## config.mk

```make
export PLATFORM = sky130hd
export DESIGN_NAME = flash_self_program_table_access
export DESIGN_NICKNAME = d
export VERILOG_FILES = /design/src/shared/flash_self_prog_pkg.sv /design/src/hdl/hold_byte.sv /design/src/hdl/flash_self_program_table_access.sv
export SDC_FILE = /design/constraint.sdc
export NUM_CORES = 1
export LEC_CHECK = 0
export ABC_CLOCK_PERIOD_IN_PS = 31300
export BUFFER_PORTS_ARGS = -buffer_cell sky130_fd_sc_hd__buf_2
export CAP_MARGIN = 10
export CORE_MARGIN = 5
export CORE_UTILIZATION = 55
export CTS_CLUSTER_SIZE = 8
export DETAILED_ROUTE_END_ITERATION = 8
export PLACE_DENSITY = 0.81
export SKIP_CTS_REPAIR_TIMING = 1
export SYNTH_ARGS = -nofsm -noshare
export SYNTH_HDL_FRONTEND = slang
export SYNTH_SLANG_ARGS = --single-unit
export TNS_END_PERCENT = 20
```

## constraint.sdc

```tcl
create_clock -name sys_clk_in -period 31.3 [get_ports sys_clk_in]
set_clock_uncertainty 0.15 [all_clocks]
set_input_delay 9.39 -clock sys_clk_in [delete_from_list [all_inputs] [get_ports sys_clk_in]]
set_output_delay 9.39 -clock sys_clk_in [all_outputs]
set_load 0.005 [all_outputs]
```

## src/shared/flash_self_prog_pkg.sv

```systemverilog
// package for the flash self-programming table access block
// assumes a 125 MHz core clock and an apb master on the same clock
package flash_self_prog_pkg;

  // ****************************************
  // register map (byte addresses, one word each)
  // ****************************************
  localparam int PADDR_W = 8; // apb address width
  localparam logic [7:0] OFS_PTR_LOW = 8'h00; // table_pointer_low
  localparam logic [7:0] OFS_PTR_HIGH = 8'h04; // table_pointer_high
  localparam logic [7:0] OFS_PTR_UPPER = 8'h08; // table_pointer_upper
  localparam logic [7:0] OFS_LATCH = 8'h0C; // table_latch
  localparam logic [7:0] OFS_CTRL = 8'h10; // memory_control_reg
  localparam logic [7:0] OFS_UNLOCK = 8'h14; // unlock_port
  localparam logic [7:0] OFS_TABLE_OP = 8'h18; // table operation command
  localparam logic [7:0] OFS_STATUS = 8'h1C; // done flag and busy

  // ****************************************
  // field positions
  // ****************************************
  localparam int CTRL_PROG_SEL = 7; // program_space_select
  localparam int CTRL_CFG_SEL = 6; // config_space_select
  localparam int CTRL_ERASE_EN = 4; // row erase enable
  localparam int CTRL_ABORT = 3; // write_abort_flag
  localparam int CTRL_PERMIT = 2; // write_permit
  localparam int CTRL_START = 1; // start bit
  localparam int OP_MODE_LSB = 0; // pointer update mode, 2 bits
  localparam int OP_WRITE = 2; // 1 = table_write_op, 0 = table_read_op
  localparam int STAT_DONE = 0; // write_done_flag, write one to clear
  localparam int STAT_BUSY = 1; // long write running

  // ****************************************
  // sizes, keys and reset values
  // ****************************************
  localparam int PTR_W = 22; // full table pointer
  localparam int PTR_LOW_W = 21; // part touched by auto update
  localparam int ROW_LSB = 6; // row field is pointer 21..6
  localparam int ROW_W = 16;
  localparam int HOLD_COUNT = 32; // holding registers
  localparam int HOLD_IDX_W = 5;
  localparam logic [7:0] HOLD_RESET = 8'hFF; // erased-byte pattern
  localparam logic [7:0] UNLOCK_KEY1 = 8'h55;
  localparam logic [7:0] UNLOCK_KEY2 = 8'hAA;
  localparam logic [PTR_W-1:0] PTR_RESET = 22'h000000;
  localparam logic [7:0] LATCH_RESET = 8'h00;
  localparam logic ABORT_RESET = 1'b1; // a reset may have cut a write short

  // ****************************************
  // timing
  // ****************************************
  localparam int CLK_PERIOD_NS = 8;
  localparam int PROG_TIME_NS = 2000000; // about 2 ms per long write
  localparam int PROG_TIME_CYCLES = PROG_TIME_NS / CLK_PERIOD_NS;
  localparam int TIMER_W = 18;

  // ****************************************
  // enumerations
  // ****************************************
  typedef enum logic [1:0] {
    MODE_KEEP = 2'h0,
    MODE_POST_INC = 2'h1,
    MODE_POST_DEC = 2'h2,
    MODE_PRE_INC = 2'h3
  } ptr_mode_e;

  typedef enum logic [2:0] {
    FSM_IDLE = 3'h1,
    FSM_READ = 3'h2,
    FSM_LONG = 3'h4
  } seq_state_e;

  typedef enum logic [2:0] {
    UNL_IDLE = 3'h1,
    UNL_HALF = 3'h2,
    UNL_ARMED = 3'h4
  } unlock_state_e;

endpackage

```

## src/hdl/hold_byte.sv

```systemverilog
// one byte-wide holding register for the programming block buffer
// assumes load and preset come from logic on the same clock
`timescale 1ns/1ps
`default_nettype none
module hold_byte
  import flash_self_prog_pkg::*;
(
  input wire logic sys_clk_in,
  input wire logic reset_in,
  input wire logic load_in,
  input wire logic preset_in,
  input wire logic [7:0] data_in,
  output logic [7:0] value_out
);

  typedef struct packed {
    logic [7:0] value;  // stored byte
  } hold_state_s;

  hold_state_s state_reg;
  hold_state_s state_next;

  // ****************************************
  // next value
  // ****************************************
  // preset wins: it fires only after a long write, when no load occurs
  always_comb begin
    state_next = state_reg;
    if (preset_in) begin
      state_next.value = HOLD_RESET;
    end else if (load_in) begin
      state_next.value = data_in;
    end
  end

  // ****************************************
  // storage
  // ****************************************
  always_ff @(posedge sys_clk_in or posedge reset_in) begin
    if (reset_in) begin
      state_reg.value <= HOLD_RESET;
    end else begin
      state_reg <= state_next;
    end
  end

  assign value_out = state_reg.value;

endmodule
`default_nettype wire

```

## src/hdl/flash_self_program_table_access.sv

```systemverilog
// table pointer, table latch, holding buffer and long-write sequencer for
// self-programming of on-chip program flash, reached over apb.
// assumes the array answers flash_addr_out within the same cycle (the
// address is registered) and clears bits only when programmed.
//
// What this block does
// - three pointer bytes form 22-bit address
// - low 21 bits memory, top bit config
// - four pointer update modes per access
// - auto update touches low 21 bits only
// - table read loads addressed byte into latch
// - pointer bit zero picks word byte
// - table write fills holding register by bits 4..0
// - pointer bits 21..6 choose programmed block
// - erase uses bits 21..6, ignores 5..0
// - only whole 64-byte row erase
// - program select, permit, erase enable give erase
// - 55h then AAh before start
// - long write stalls core about 2 ms
// - internal timer ends long write
// - programming only in 32-byte blocks
// - table writes short; control write starts long
// - holding registers FFh at reset, after program
// - FFh bytes leave array unchanged
// - partial buffer load still programs
// - start set-only, hardware clears, done flag
// - abort flag on cut or improper start
// - unlock port stores nothing, reads zero
// - write permit clear after reset
//
// Our own choices: the address map and the APB register port.
`timescale 1ns/1ps
`default_nettype none
module flash_self_program_table_access
  import flash_self_prog_pkg::*;
#(
  parameter int unsigned PROG_CYCLES = PROG_TIME_CYCLES  // long write length in clocks
)
(
  input wire logic sys_clk_in,
  input wire logic reset_in,
  // apb slave
  input wire logic psel_in,
  input wire logic penable_in,
  input wire logic pwrite_in,
  input wire logic [PADDR_W-1:0] paddr_in,
  input wire logic [31:0] pwdata_in,
  output logic [31:0] prdata_out,
  output logic pready_out,
  output logic pslverr_out,
  // flash array side
  output logic [PTR_W-1:0] flash_addr_out,
  input wire logic [15:0] flash_rdata_in,
  output logic flash_erase_out,
  output logic flash_program_out,
  output logic [ROW_W-1:0] flash_row_out,
  output logic [8*HOLD_COUNT-1:0] flash_block_data_out,
  // core side
  output logic cpu_stall_out,
  output logic write_done_flag_out
);

  // ****************************************
  // state
  // ****************************************
  typedef struct packed {
    seq_state_e seq;                   // sequencer state
    unlock_state_e unlock;             // unlock tracker
    logic [PTR_W-1:0] table_pointer;   // upper:high:low joined
    logic [7:0] table_latch;           // byte moved by table ops
    logic program_space_select;
    logic config_space_select;
    logic row_erase_enable;
    logic write_abort_flag;
    logic write_permit;
    logic start;                       // long write running
    logic write_done_flag;             // sticky completion flag
    logic erase_op;                    // current long write is an erase
    logic [TIMER_W-1:0] timer;         // remaining long write cycles
    logic [ROW_W-1:0] row;             // captured row address
    logic [PTR_W-1:0] flash_addr;      // address shown to the array
  } seq_state_s;

  seq_state_s state_reg;
  seq_state_s state_next;

  logic xfer;                          // apb access completes this edge
  logic wr;                            // completing write
  logic mapped;                        // address hits a register
  logic [PTR_W-1:0] ptr_inc;           // pointer plus one, low part only
  logic [PTR_W-1:0] ptr_dec;           // pointer minus one, low part only
  logic [PTR_W-1:0] ptr_eff;           // pointer used by this table op
  ptr_mode_e op_mode;                  // requested update mode
  logic [HOLD_COUNT-1:0] hold_load;    // one-hot holding register load
  logic hold_preset;                   // refill buffer with FFh
  logic [7:0] word_byte;               // byte picked from the array word
  logic start_ok;                      // start request may run

  // ****************************************
  // apb decode
  // ****************************************
  // ready unless a long write or table read runs, so a long write
  // holds off the core's next bus access until it ends
  assign pready_out = (state_reg.seq == FSM_IDLE);
  assign xfer = psel_in & penable_in & pready_out;
  assign wr = xfer & pwrite_in;
  assign op_mode = ptr_mode_e'(pwdata_in[OP_MODE_LSB +: 2]);

  always_comb begin
    mapped = 1'b1;
    case (paddr_in)
      OFS_PTR_LOW, OFS_PTR_HIGH, OFS_PTR_UPPER, OFS_LATCH: mapped = 1'b1;
      OFS_CTRL, OFS_UNLOCK, OFS_TABLE_OP, OFS_STATUS: mapped = 1'b1;
      default: mapped = 1'b0;
    endcase
  end

  // unmapped addresses answer with an error and read as zero
  assign pslverr_out = psel_in & penable_in & pready_out & ~mapped;

  // ****************************************
  // read mux
  // ****************************************
  always_comb begin
    prdata_out = 32'h00000000;
    if (psel_in & ~pwrite_in) begin
      case (paddr_in)
        OFS_PTR_LOW: prdata_out[7:0] = state_reg.table_pointer[7:0];
        OFS_PTR_HIGH: prdata_out[7:0] = state_reg.table_pointer[15:8];
        OFS_PTR_UPPER: prdata_out[5:0] = state_reg.table_pointer[21:16];
        OFS_LATCH: prdata_out[7:0] = state_reg.table_latch;
        OFS_CTRL: begin
          prdata_out[CTRL_PROG_SEL] = state_reg.program_space_select;
          prdata_out[CTRL_CFG_SEL] = state_reg.config_space_select;
          prdata_out[CTRL_ERASE_EN] = state_reg.row_erase_enable;
          prdata_out[CTRL_ABORT] = state_reg.write_abort_flag;
          prdata_out[CTRL_PERMIT] = state_reg.write_permit;
          prdata_out[CTRL_START] = state_reg.start;
        end
        OFS_STATUS: begin
          prdata_out[STAT_DONE] = state_reg.write_done_flag;
          prdata_out[STAT_BUSY] = state_reg.start;
        end
        default: prdata_out = 32'h00000000;  // unlock port included
      endcase
    end
  end

  // ****************************************
  // pointer arithmetic
  // ****************************************
  // only the low 21 bits wrap; the space bit stays as software left it
  assign ptr_inc = {state_reg.table_pointer[PTR_W-1],
                    state_reg.table_pointer[PTR_LOW_W-1:0] + 21'h000001};
  assign ptr_dec = {state_reg.table_pointer[PTR_W-1],
                    state_reg.table_pointer[PTR_LOW_W-1:0] - 21'h000001};
  assign ptr_eff = (op_mode == MODE_PRE_INC) ? ptr_inc : state_reg.table_pointer;

  // the array hands a 16-bit word; the low address bit picks the byte
  assign word_byte = state_reg.flash_addr[0] ? flash_rdata_in[15:8] :
                     flash_rdata_in[7:0];

  // a start runs only right after the unlock pair, with a prior
  // permit and a flash space selected
  assign start_ok = (state_reg.unlock == UNL_ARMED) & state_reg.write_permit &
                    (state_reg.program_space_select | state_reg.config_space_select);

  // ****************************************
  // next state
  // ****************************************
  always_comb begin
    state_next = state_reg;
    hold_load = '0;
    hold_preset = 1'b0;

    // unlock tracker: any other access drops it; a repeated 55h keeps the first half
    if (xfer) begin
      case (state_reg.unlock)
        UNL_IDLE: begin
          if (wr && paddr_in == OFS_UNLOCK && pwdata_in[7:0] == UNLOCK_KEY1) begin
            state_next.unlock = UNL_HALF;
          end
        end
        UNL_HALF: begin
          if (wr && paddr_in == OFS_UNLOCK && pwdata_in[7:0] == UNLOCK_KEY2) begin
            state_next.unlock = UNL_ARMED;
          end else if (wr && paddr_in == OFS_UNLOCK && pwdata_in[7:0] == UNLOCK_KEY1) begin
            state_next.unlock = UNL_HALF;
          end else begin
            state_next.unlock = UNL_IDLE;
          end
        end
        UNL_ARMED: state_next.unlock = UNL_IDLE;  // one access consumes it
        default: state_next.unlock = UNL_IDLE;
      endcase
    end

    // register writes
    if (wr) begin
      case (paddr_in)
        OFS_PTR_LOW: state_next.table_pointer[7:0] = pwdata_in[7:0];
        OFS_PTR_HIGH: state_next.table_pointer[15:8] = pwdata_in[7:0];
        OFS_PTR_UPPER: state_next.table_pointer[21:16] = pwdata_in[5:0];
        OFS_LATCH: state_next.table_latch = pwdata_in[7:0];
        OFS_CTRL: begin
          state_next.program_space_select = pwdata_in[CTRL_PROG_SEL];
          state_next.config_space_select = pwdata_in[CTRL_CFG_SEL];
          state_next.row_erase_enable = pwdata_in[CTRL_ERASE_EN];
          state_next.write_abort_flag = pwdata_in[CTRL_ABORT];
          state_next.write_permit = pwdata_in[CTRL_PERMIT];
          // a zero written to start is ignored: software can only set it
          if (pwdata_in[CTRL_START]) begin
            if (start_ok) begin
              // the control write is the only way into a long write
              state_next.start = 1'b1;
              state_next.seq = FSM_LONG;
              state_next.erase_op = state_reg.program_space_select &
                                    state_reg.write_permit &
                                    state_reg.row_erase_enable;
              state_next.row = state_reg.table_pointer[PTR_W-1:ROW_LSB];
              state_next.timer = TIMER_W'(PROG_CYCLES - 1);
            end else begin
              state_next.write_abort_flag = 1'b1;  // improper start
            end
          end
        end
        OFS_TABLE_OP: begin
          // pointer update for all four modes
          case (op_mode)
            MODE_POST_INC: state_next.table_pointer = ptr_inc;
            MODE_POST_DEC: state_next.table_pointer = ptr_dec;
            MODE_PRE_INC: state_next.table_pointer = ptr_inc;
            default: state_next.table_pointer = state_reg.table_pointer;
          endcase
          if (pwdata_in[OP_WRITE]) begin
            // short write: only the holding register changes, no stall
            hold_load[ptr_eff[HOLD_IDX_W-1:0]] = 1'b1;
          end else begin
            // full 22-bit address, data arrives next cycle
            state_next.flash_addr = ptr_eff;
            state_next.seq = FSM_READ;
          end
        end
        OFS_STATUS: begin
          if (pwdata_in[STAT_DONE]) begin
            state_next.write_done_flag = 1'b0;
          end
        end
        default: state_next.seq = state_reg.seq;  // unlock port keeps no data
      endcase
    end

    // sequencer
    case (state_reg.seq)
      FSM_IDLE: begin
        state_next.timer = state_next.timer;
      end
      FSM_READ: begin
        state_next.table_latch = word_byte;
        state_next.seq = FSM_IDLE;
      end
      FSM_LONG: begin
        // the internal timer ends the operation by itself
        if (state_reg.timer == '0) begin
          state_next.seq = FSM_IDLE;
          state_next.start = 1'b0;
          state_next.write_abort_flag = 1'b0;
          if (state_reg.erase_op) begin
            state_next.row_erase_enable = 1'b0;
          end else begin
            hold_preset = 1'b1;
          end
        end else begin
          state_next.timer = state_reg.timer - 1'b1;
        end
      end
      default: state_next.seq = FSM_IDLE;
    endcase

    // completion set wins over a clear in the same cycle
    if (state_reg.seq == FSM_LONG && state_reg.timer == '0) begin
      state_next.write_done_flag = 1'b1;
    end
  end

  // ****************************************
  // state register
  // ****************************************
  // write_abort_flag comes up set: an async reset may have landed mid write
  always_ff @(posedge sys_clk_in or posedge reset_in) begin
    if (reset_in) begin
      state_reg.seq <= FSM_IDLE;
      state_reg.unlock <= UNL_IDLE;
      state_reg.table_pointer <= PTR_RESET;
      state_reg.table_latch <= LATCH_RESET;
      state_reg.program_space_select <= 1'b0;
      state_reg.config_space_select <= 1'b0;
      state_reg.row_erase_enable <= 1'b0;
      state_reg.write_abort_flag <= ABORT_RESET;
      state_reg.write_permit <= 1'b0;
      state_reg.start <= 1'b0;
      state_reg.write_done_flag <= 1'b0;
      state_reg.erase_op <= 1'b0;
      state_reg.timer <= '0;
      state_reg.row <= '0;
      state_reg.flash_addr <= PTR_RESET;
    end else begin
      state_reg <= state_next;
    end
  end

  // ****************************************
  // holding buffer
  // ****************************************
  // all 32 bytes go to the array; untouched ones stay FFh and so
  // leave the array as it was, as programming only clears bits
  generate
    for (genvar i = 0; i < HOLD_COUNT; i++) begin : g_hold
      hold_byte u_hold (
        .sys_clk_in(sys_clk_in),
        .reset_in(reset_in),
        .load_in(hold_load[i]),
        .preset_in(hold_preset),
        .data_in(state_reg.table_latch),
        .value_out(flash_block_data_out[8*i +: 8])
      );
    end
  endgenerate

  // ****************************************
  // outputs
  // ****************************************
  assign flash_addr_out = state_reg.flash_addr;
  assign flash_row_out = state_reg.row;
  assign flash_erase_out = state_reg.start & state_reg.erase_op;
  assign flash_program_out = state_reg.start & ~state_reg.erase_op;
  assign cpu_stall_out = state_reg.start;
  assign write_done_flag_out = state_reg.write_done_flag;

endmodule
`default_nettype wire

```

==> summary.md, run 1 <==
| Metric | Value |
|---|---|
| Worst path cell trace | buf_2 -> nor4b_4 -> nand2_4 -> nor3_1 -> o21ai_0 -> a21oi_1 -> buf_2 |
| Largest stage delay, worst path | 0.50 ns |
| Clock tree buffer depth | 3 |
| Max Cap Viol | 0 |
| Share of cells above drive strength 1 | 33.9% |
| Reg2Reg Capture Point | g_hold[26].u_hold.value_out[5] |
| DP HPWL | 36000 um |
| I/O pin total | 393 |
| EDFF count, synth | 0 |
| Place WS | 10.66 ns |
| Die ar. | 35900 sq um |
| Hold Path Stages | 2 |
| Routed Antenna Nets | 0 |
| Layout Nets | 2200 |
| Most frequent cells in the layout | nand3_1 (439), nand2_1 (396), buf_2 (344) |
| Detailed Route WL | 55400 um |
| VDD IR max | 0.0000419 V |
| Final period utilization | 66.0% |
| Syn Area/Cell | 9.31 sq um |
| Hold Path Class | flop to flop |
| CP endpoint kind | output pin |
| Initial antenna violation count | 0 |
| Post-synthesis sequential area ratio | 52.2% |
| Setup TNS | 0 ns |
| Via/cell ratio | 6.17 |
| Area growth syn-to-layout | 15.5% |
| Outcome | finished, final reports clean |
| Slew @ Worst Pin | 1.15 ns |
| Yosys reg bits | 356 |
| Top post-synthesis cells by area | dfstp_2 (38%), dfrtp_1 (14%), nand3_1 (12%) |
| Hold endpoint | flash_row_out[15] |
| Static Leakage | 0.00924 uW |
| Worst reg2reg setup slack | 27.85 ns |
| Largest net degree at the start of global routing | 223 |
| Worst-path fanout max | 7 |
| Netlist Area Pre-Place | 17700 sq um |
| Routed wire per std cell | 21.7 um |
| Std-Cell Rows | 65 |
| Reg2reg path depth | 9 |
| Overall routing resource usage | 29.9% |
| Clock Pin Slew Worst Setup and Hold Paths | 0.05 ns |
| Cells after synthesis | 1901 |
| Core area | 31600 sq um |
| Hold_ws | 0.312 ns |
| CP required | 21.76 ns |
| Synth async-reset ratio | 100% |
| Post-synth top flop | dfstp_2 |
| Number of global-route vias before repair | 15300 |
| Initial Util | 55.9% |
| Critical Path Most Common Cell | buf_2 |
| DR iter-0 viols | 1460 |
| CTS root buf | clkbuf_16 |
| Setup Crit Path Kind | input pin to output pin |
| # setup viols final | 0 |
| First-pass GRT wire length | 86500 um |
| Unrepaired setup endpoints after global routing | false |
| Placer congestion estimate | 0.933 |
| Worst-Skew Late Latency | 0.57 ns |
| CP Launch Type | input pin |
| P per Cell Area | 49.0 nW/um^2 |
| Synth top area share | 38.5% |
| Placed cell count | 2486 |
| Drt pass-1 iters | 6 |
| Number of flip-flops in the largest register | 256 |
| Clk sink count | 356 |
| Die span in y | 189 um |
| Layout Cells excl Fill | 2556 |
| Min-delay src | flash_row_out[15] |
| Depth of the CTS H-tree | 2 |
| Reg2reg start | state_reg[72] |
| Worst Path Arrival | 11.11 ns |
| Final WS setup | 10.66 ns |
| Slew margin rel. | 23.0% |
| GRT overflow | 0 |
| Post-layout min period | 20.65 ns |
| CP startpoint | paddr_in[7] |
| Die Wd | 189 um |
| Commonest non-fill, non-tap cell in the layout | nand3_1 |
| Final hold violation count | 0 |
| Num CTS Buffers | 50 |
| Via Count | 15800 |
| YS warnings | 0 |
| # port buffers | 344 |
| Achievable frequency | 0.0484 GHz |
| Total Power | 1000 uW |
| Antenna cell count | 0 |
| Max-slew violation count | 0 |
| Crit path max-delay cell type | nor3_1 |
| DRC | 0 |
| CTS tree | done |
| Largest area contributor in the netlist | dfstp_2 |
| Distinct cells, synth | 83 |
[cell type report]
type                            instances  area (sq um)
Inverter                               21          86.3
Multi-Input combinational cell       1336          7280
Fill cell                            2547         11200
Sequential cell                       356          9230
Clock buffer                           67          1340
Clock inverter                          3          65.1
Tap cell                              402           503
Timing Repair Buffer                  371          1940
[worst max-delay path by stage]
stage                    endpoint  slack [ns]
floorplan           prdata_out[6]       11.16
global placement    prdata_out[1]       10.70
finish              prdata_out[1]       10.66
CTS                 prdata_out[1]       10.66
detailed placement  prdata_out[1]       10.66
global route        prdata_out[1]       10.49
[Yosys cell counts (9+ instances only)]
cell      count
dfstp_2     259
a31oi_1      12
nand3_1     439
nor3_1       35
buf_6        27
buf_1         9
nand2_1     396
xnor2_1      22
inv_1        20
a21oi_1      30
buf_4        64
o21ai_0      58
nor2_1       66
or3_1        14
o211ai_1     34
clkbuf_1     94
dfrtp_1      97
mux2i_1      36
buf_2        16
nand4_1       9
[cells by family after synthesis]
kind of cell,synth area share [%]
adder cells (fa/ha/maj),0.212
AND/OR/NAND/NOR,27.3
XOR/XNOR,1.44
buffers and inverters,7.54
multiplexers,3.18
other,0.0212
flip-flops,52.2
AO/OA/AOI/OAI,8.15
[per-stage QoR]
step	utilization, %	cell area [sq um]
finish	64.6	20400
global route	64.6	20400
CTS	64.6	20400
global placement	60.2	19000
detailed placement	60.2	19000
floorplan	-	17800
[where the power goes]
group	switching (uW)	total, uW	internal (uW)
logic	32.0	41.6	9.51
registers	4.51	469	465
clock network	198	492	294
total	234	1000	768
[critical path, delay by kind of cell]
| family | cells | cell delay, ns |
|---|---|---|
| buffers and inverters | 2 | 0.27 |
| and+or+nand+nor | 3 | 1.06 |
| AOI/OAI and AO/OA | 2 | 0.38 |
[routing by layer]
metal	global-route usage, %	routed length (um)
met3	5.94	5680
met5	0	0
met2	45.7	25400
met1	41.8	21900
met4	13.2	2400
No activity file was read; power rests on OpenSTA's default activity.
==> run 2, diff against run 1 <==
Settings changed: ABC_CLOCK_PERIOD_IN_PS 31300 to 20500.
Clock period 31.3 ns to 20.5 ns, I/O delays scaled along.
==> summary.md, run 2 (same netlist as run 1, synthesis figures left out) <==
| Metric | Value |
|---|---|
| Outcome | finished, final reports clean (unchanged) |
| Max-slew violation count | 0 (unchanged) |
| # setup viols final | 0 (unchanged) |
| Cell internal pwr | 1180 uW (was 768 uW) |
| Fill cells | 2578 (was 2547) |
| Reg2reg path depth | 9 (unchanged) |
| Initial Util | 55.9% (unchanged) |
| GRT overflow | 0 (unchanged) |
| Initial antenna violation count | 0 (unchanged) |
| DP HPWL | 36200 um (was 36000 um) |
| First-pass GRT wire length | 87300 um (was 86500 um) |
| Std-Cell Rows | 65 (unchanged) |
| Depth of the CTS H-tree | 2 (unchanged) |
| Total Power | 1540 uW (was 1000 uW) |
| Min-delay src | flash_row_out[11] (was flash_row_out[15]) |
| Routed wire per std cell | 21.9 um (was 21.7 um) |
| CTS tree | done (unchanged) |
| Critical Path Most Common Cell | buf_2 (unchanged) |
| Seq pwr share | 46.6% (was 46.8%) |
| CP endpoint kind | output pin (unchanged) |
| Clk pwr share | 49.3% (was 49.1%) |
| Placer congestion estimate | 0.926 (was 0.933) |
| Largest stage delay, worst path | 0.50 ns (about the same) |
| Layout Nets | 2201 (was 2200) |
| Worst reg2reg setup slack | 16.52 ns (was 27.85 ns) |
| DRC | 0 (unchanged) |
| Static Leakage | 0.00926 uW (was 0.00924 uW) |
| # port buffers | 344 (unchanged) |
| Die ar. | 35900 sq um (unchanged) |
| Most frequent cells in the layout | nand3_1 (439), nand2_1 (396), buf_2 (344) (unchanged) |
| Clk sink count | 356 (unchanged) |
| Via/cell ratio | 6.19 (was 6.17) |
| Number of flip-flops in the largest register | 256 (unchanged) |
| Setup Crit Path Kind | input pin to output pin (unchanged) |
| CP Launch Type | input pin (unchanged) |
| Reg2reg start | state_reg[72] (unchanged) |
| CP required | 14.20 ns (was 21.76 ns) |
| Post-layout min period | 14.20 ns |
| Core area | 31600 sq um (unchanged) |
| Share of cells above drive strength 1 | 34.0% (was 33.9%) |
| CTS root buf | clkbuf_16 (unchanged) |
| Achievable frequency | 0.0704 GHz |
| Largest net degree at the start of global routing | 138 (was 223) |
| Clock tree buffer depth | 3 (unchanged) |
| Final period utilization | 69.3% |
| Via Count | 15800 (about the same) |
| Final hold violation count | 0 (unchanged) |
| Unrepaired setup endpoints after global routing | false (unchanged) |
| I/O pin total | 393 (unchanged) |
| Commonest non-fill, non-tap cell in the layout | nand3_1 (unchanged) |
| Die Wd | 189 um (unchanged) |
| Antenna cell count | 0 (unchanged) |
| P_sw | 358 uW (was 234 uW) |
| Worst path cell trace | buf_2 -> nor4b_4 -> nand2_4 -> nor3_1 -> o21ai_0 -> a21oi_1 -> buf_2 (unchanged) |
| Max Cap Viol | 0 (unchanged) |
| Clock Pin Slew Worst Setup and Hold Paths | 0.05 ns (about the same) |
| Number of global-route vias before repair | 15500 (was 15300) |
| DR iter-0 viols | 1631 (was 1460) |
| Routed Antenna Nets | 0 (unchanged) |
| Drt pass-1 iters | 6 (unchanged) |
| Overall routing resource usage | 30.2% (was 29.9%) |
| Switching share of power | 23.3% (was 23.4%) |
| Hold endpoint | flash_row_out[11] (was flash_row_out[15]) |
| Hold Path Stages | 2 (unchanged) |
| Slew margin rel. | 19.0% (was 23.0%) |
| Setup TNS | 0 ns (unchanged) |
| Worst-path fanout max | 7 (unchanged) |
| VDD IR max | 0.0000600 V (was 0.0000419 V) |
| Area growth syn-to-layout | 15.7% (was 15.5%) |
| Die span in y | 189 um (unchanged) |
| Combinational Power Share | 4.2% (was 4.1%) |
| Reg2Reg Capture Point | g_hold[27].u_hold.value_out[5] (was g_hold[26].u_hold.value_out[5]) |
| Detailed Route WL | 55900 um (was 55400 um) |
| Hold Path Class | flop to flop (unchanged) |
| Slew @ Worst Pin | 1.20 ns (was 1.15 ns) |
| Worst-Skew Late Latency | 0.56 ns (was 0.57 ns) |
| P per Cell Area | 75.1 nW/um^2 (was 49.0 nW/um^2) |
| Crit path max-delay cell type | nor3_1 (unchanged) |
| Worst Path Arrival | 7.90 ns (was 11.11 ns) |
| Num CTS Buffers | 50 (unchanged) |
==> run 2: routing by layer <==
| metal | part of all wire, % | GRT usage [%] |
|---|---|---|
| met5 | 0 | 0 |
| met2 | 46 | 46.3 |
| met1 | 39 | 41.0 |
| met3 | 10 | 7.06 |
| met4 | 4.6 | 14.2 |
==> run 2: cell type report <==
cell class                      count  area (sq um)  area share, %
Clock buffer                       68          1360           6.64
Clock inverter                      2          60.1          0.293
Inverter                           21          86.3          0.422
Multi-Input combinational cell   1336          7280           35.6
Sequential cell                   356          9230           45.1
Tap cell                          402           503           2.46
Timing Repair Buffer              372          1950           9.53
==> run 2: worst max path at each step <==
stage | start | to | slack (ns)
6_report | paddr_in[7] | prdata_out[1] | 6.30
5_1_grt | paddr_in[7] | prdata_out[1] | 6.11
4_1_cts | paddr_in[7] | prdata_out[1] | 6.34
3_5_place_dp | paddr_in[7] | prdata_out[1] | 6.35
3_3_place_gp | paddr_in[7] | prdata_out[1] | 6.37
2_1_floorplan | reset_in | cpu_stall_out | 4.75
==> run 2: worst max-delay path: cells and delay by family <==
| kind | cells | cell delay (ns) |
|---|---|---|
| buffers and inverters | 2 | 0.26 |
| AO/OA/AOI/OAI | 2 | 0.40 |
| AND/OR/NAND/NOR | 3 | 1.08 |
==> run 2: power groups by stage <==
stage	combinational, uW	clock (uW)	sequential [uW]
after floorplan	45.2	0	720
after global placement	62.4	0	725
after detailed placement	63.1	0	725
after CTS	63.3	766	716
after global routing	69.5	796	716
final	64.1	757	716
==> run 2: per-stage QoR <==
| step | hold slack (ns) | util [%] | worst slack, ns | cell area [sq um] | std cells |
|---|---|---|---|---|---|
| 2_1_floorplan | 0.290 | - | 4.75 | 17800 | 1924 |
| 3_3_place_gp | 0.300 | 60.2 | 6.37 | 19000 | 2486 |
| 3_5_place_dp | 0.310 | 60.2 | 6.35 | 19000 | 2486 |
| 4_1_cts | 0.324 | 64.6 | 6.34 | 20500 | 2556 |
| 5_1_grt | 0.339 | 64.7 | 6.11 | 20500 | 2557 |
| 6_report | 0.319 | 64.7 | 6.30 | 20500 | 2557 |
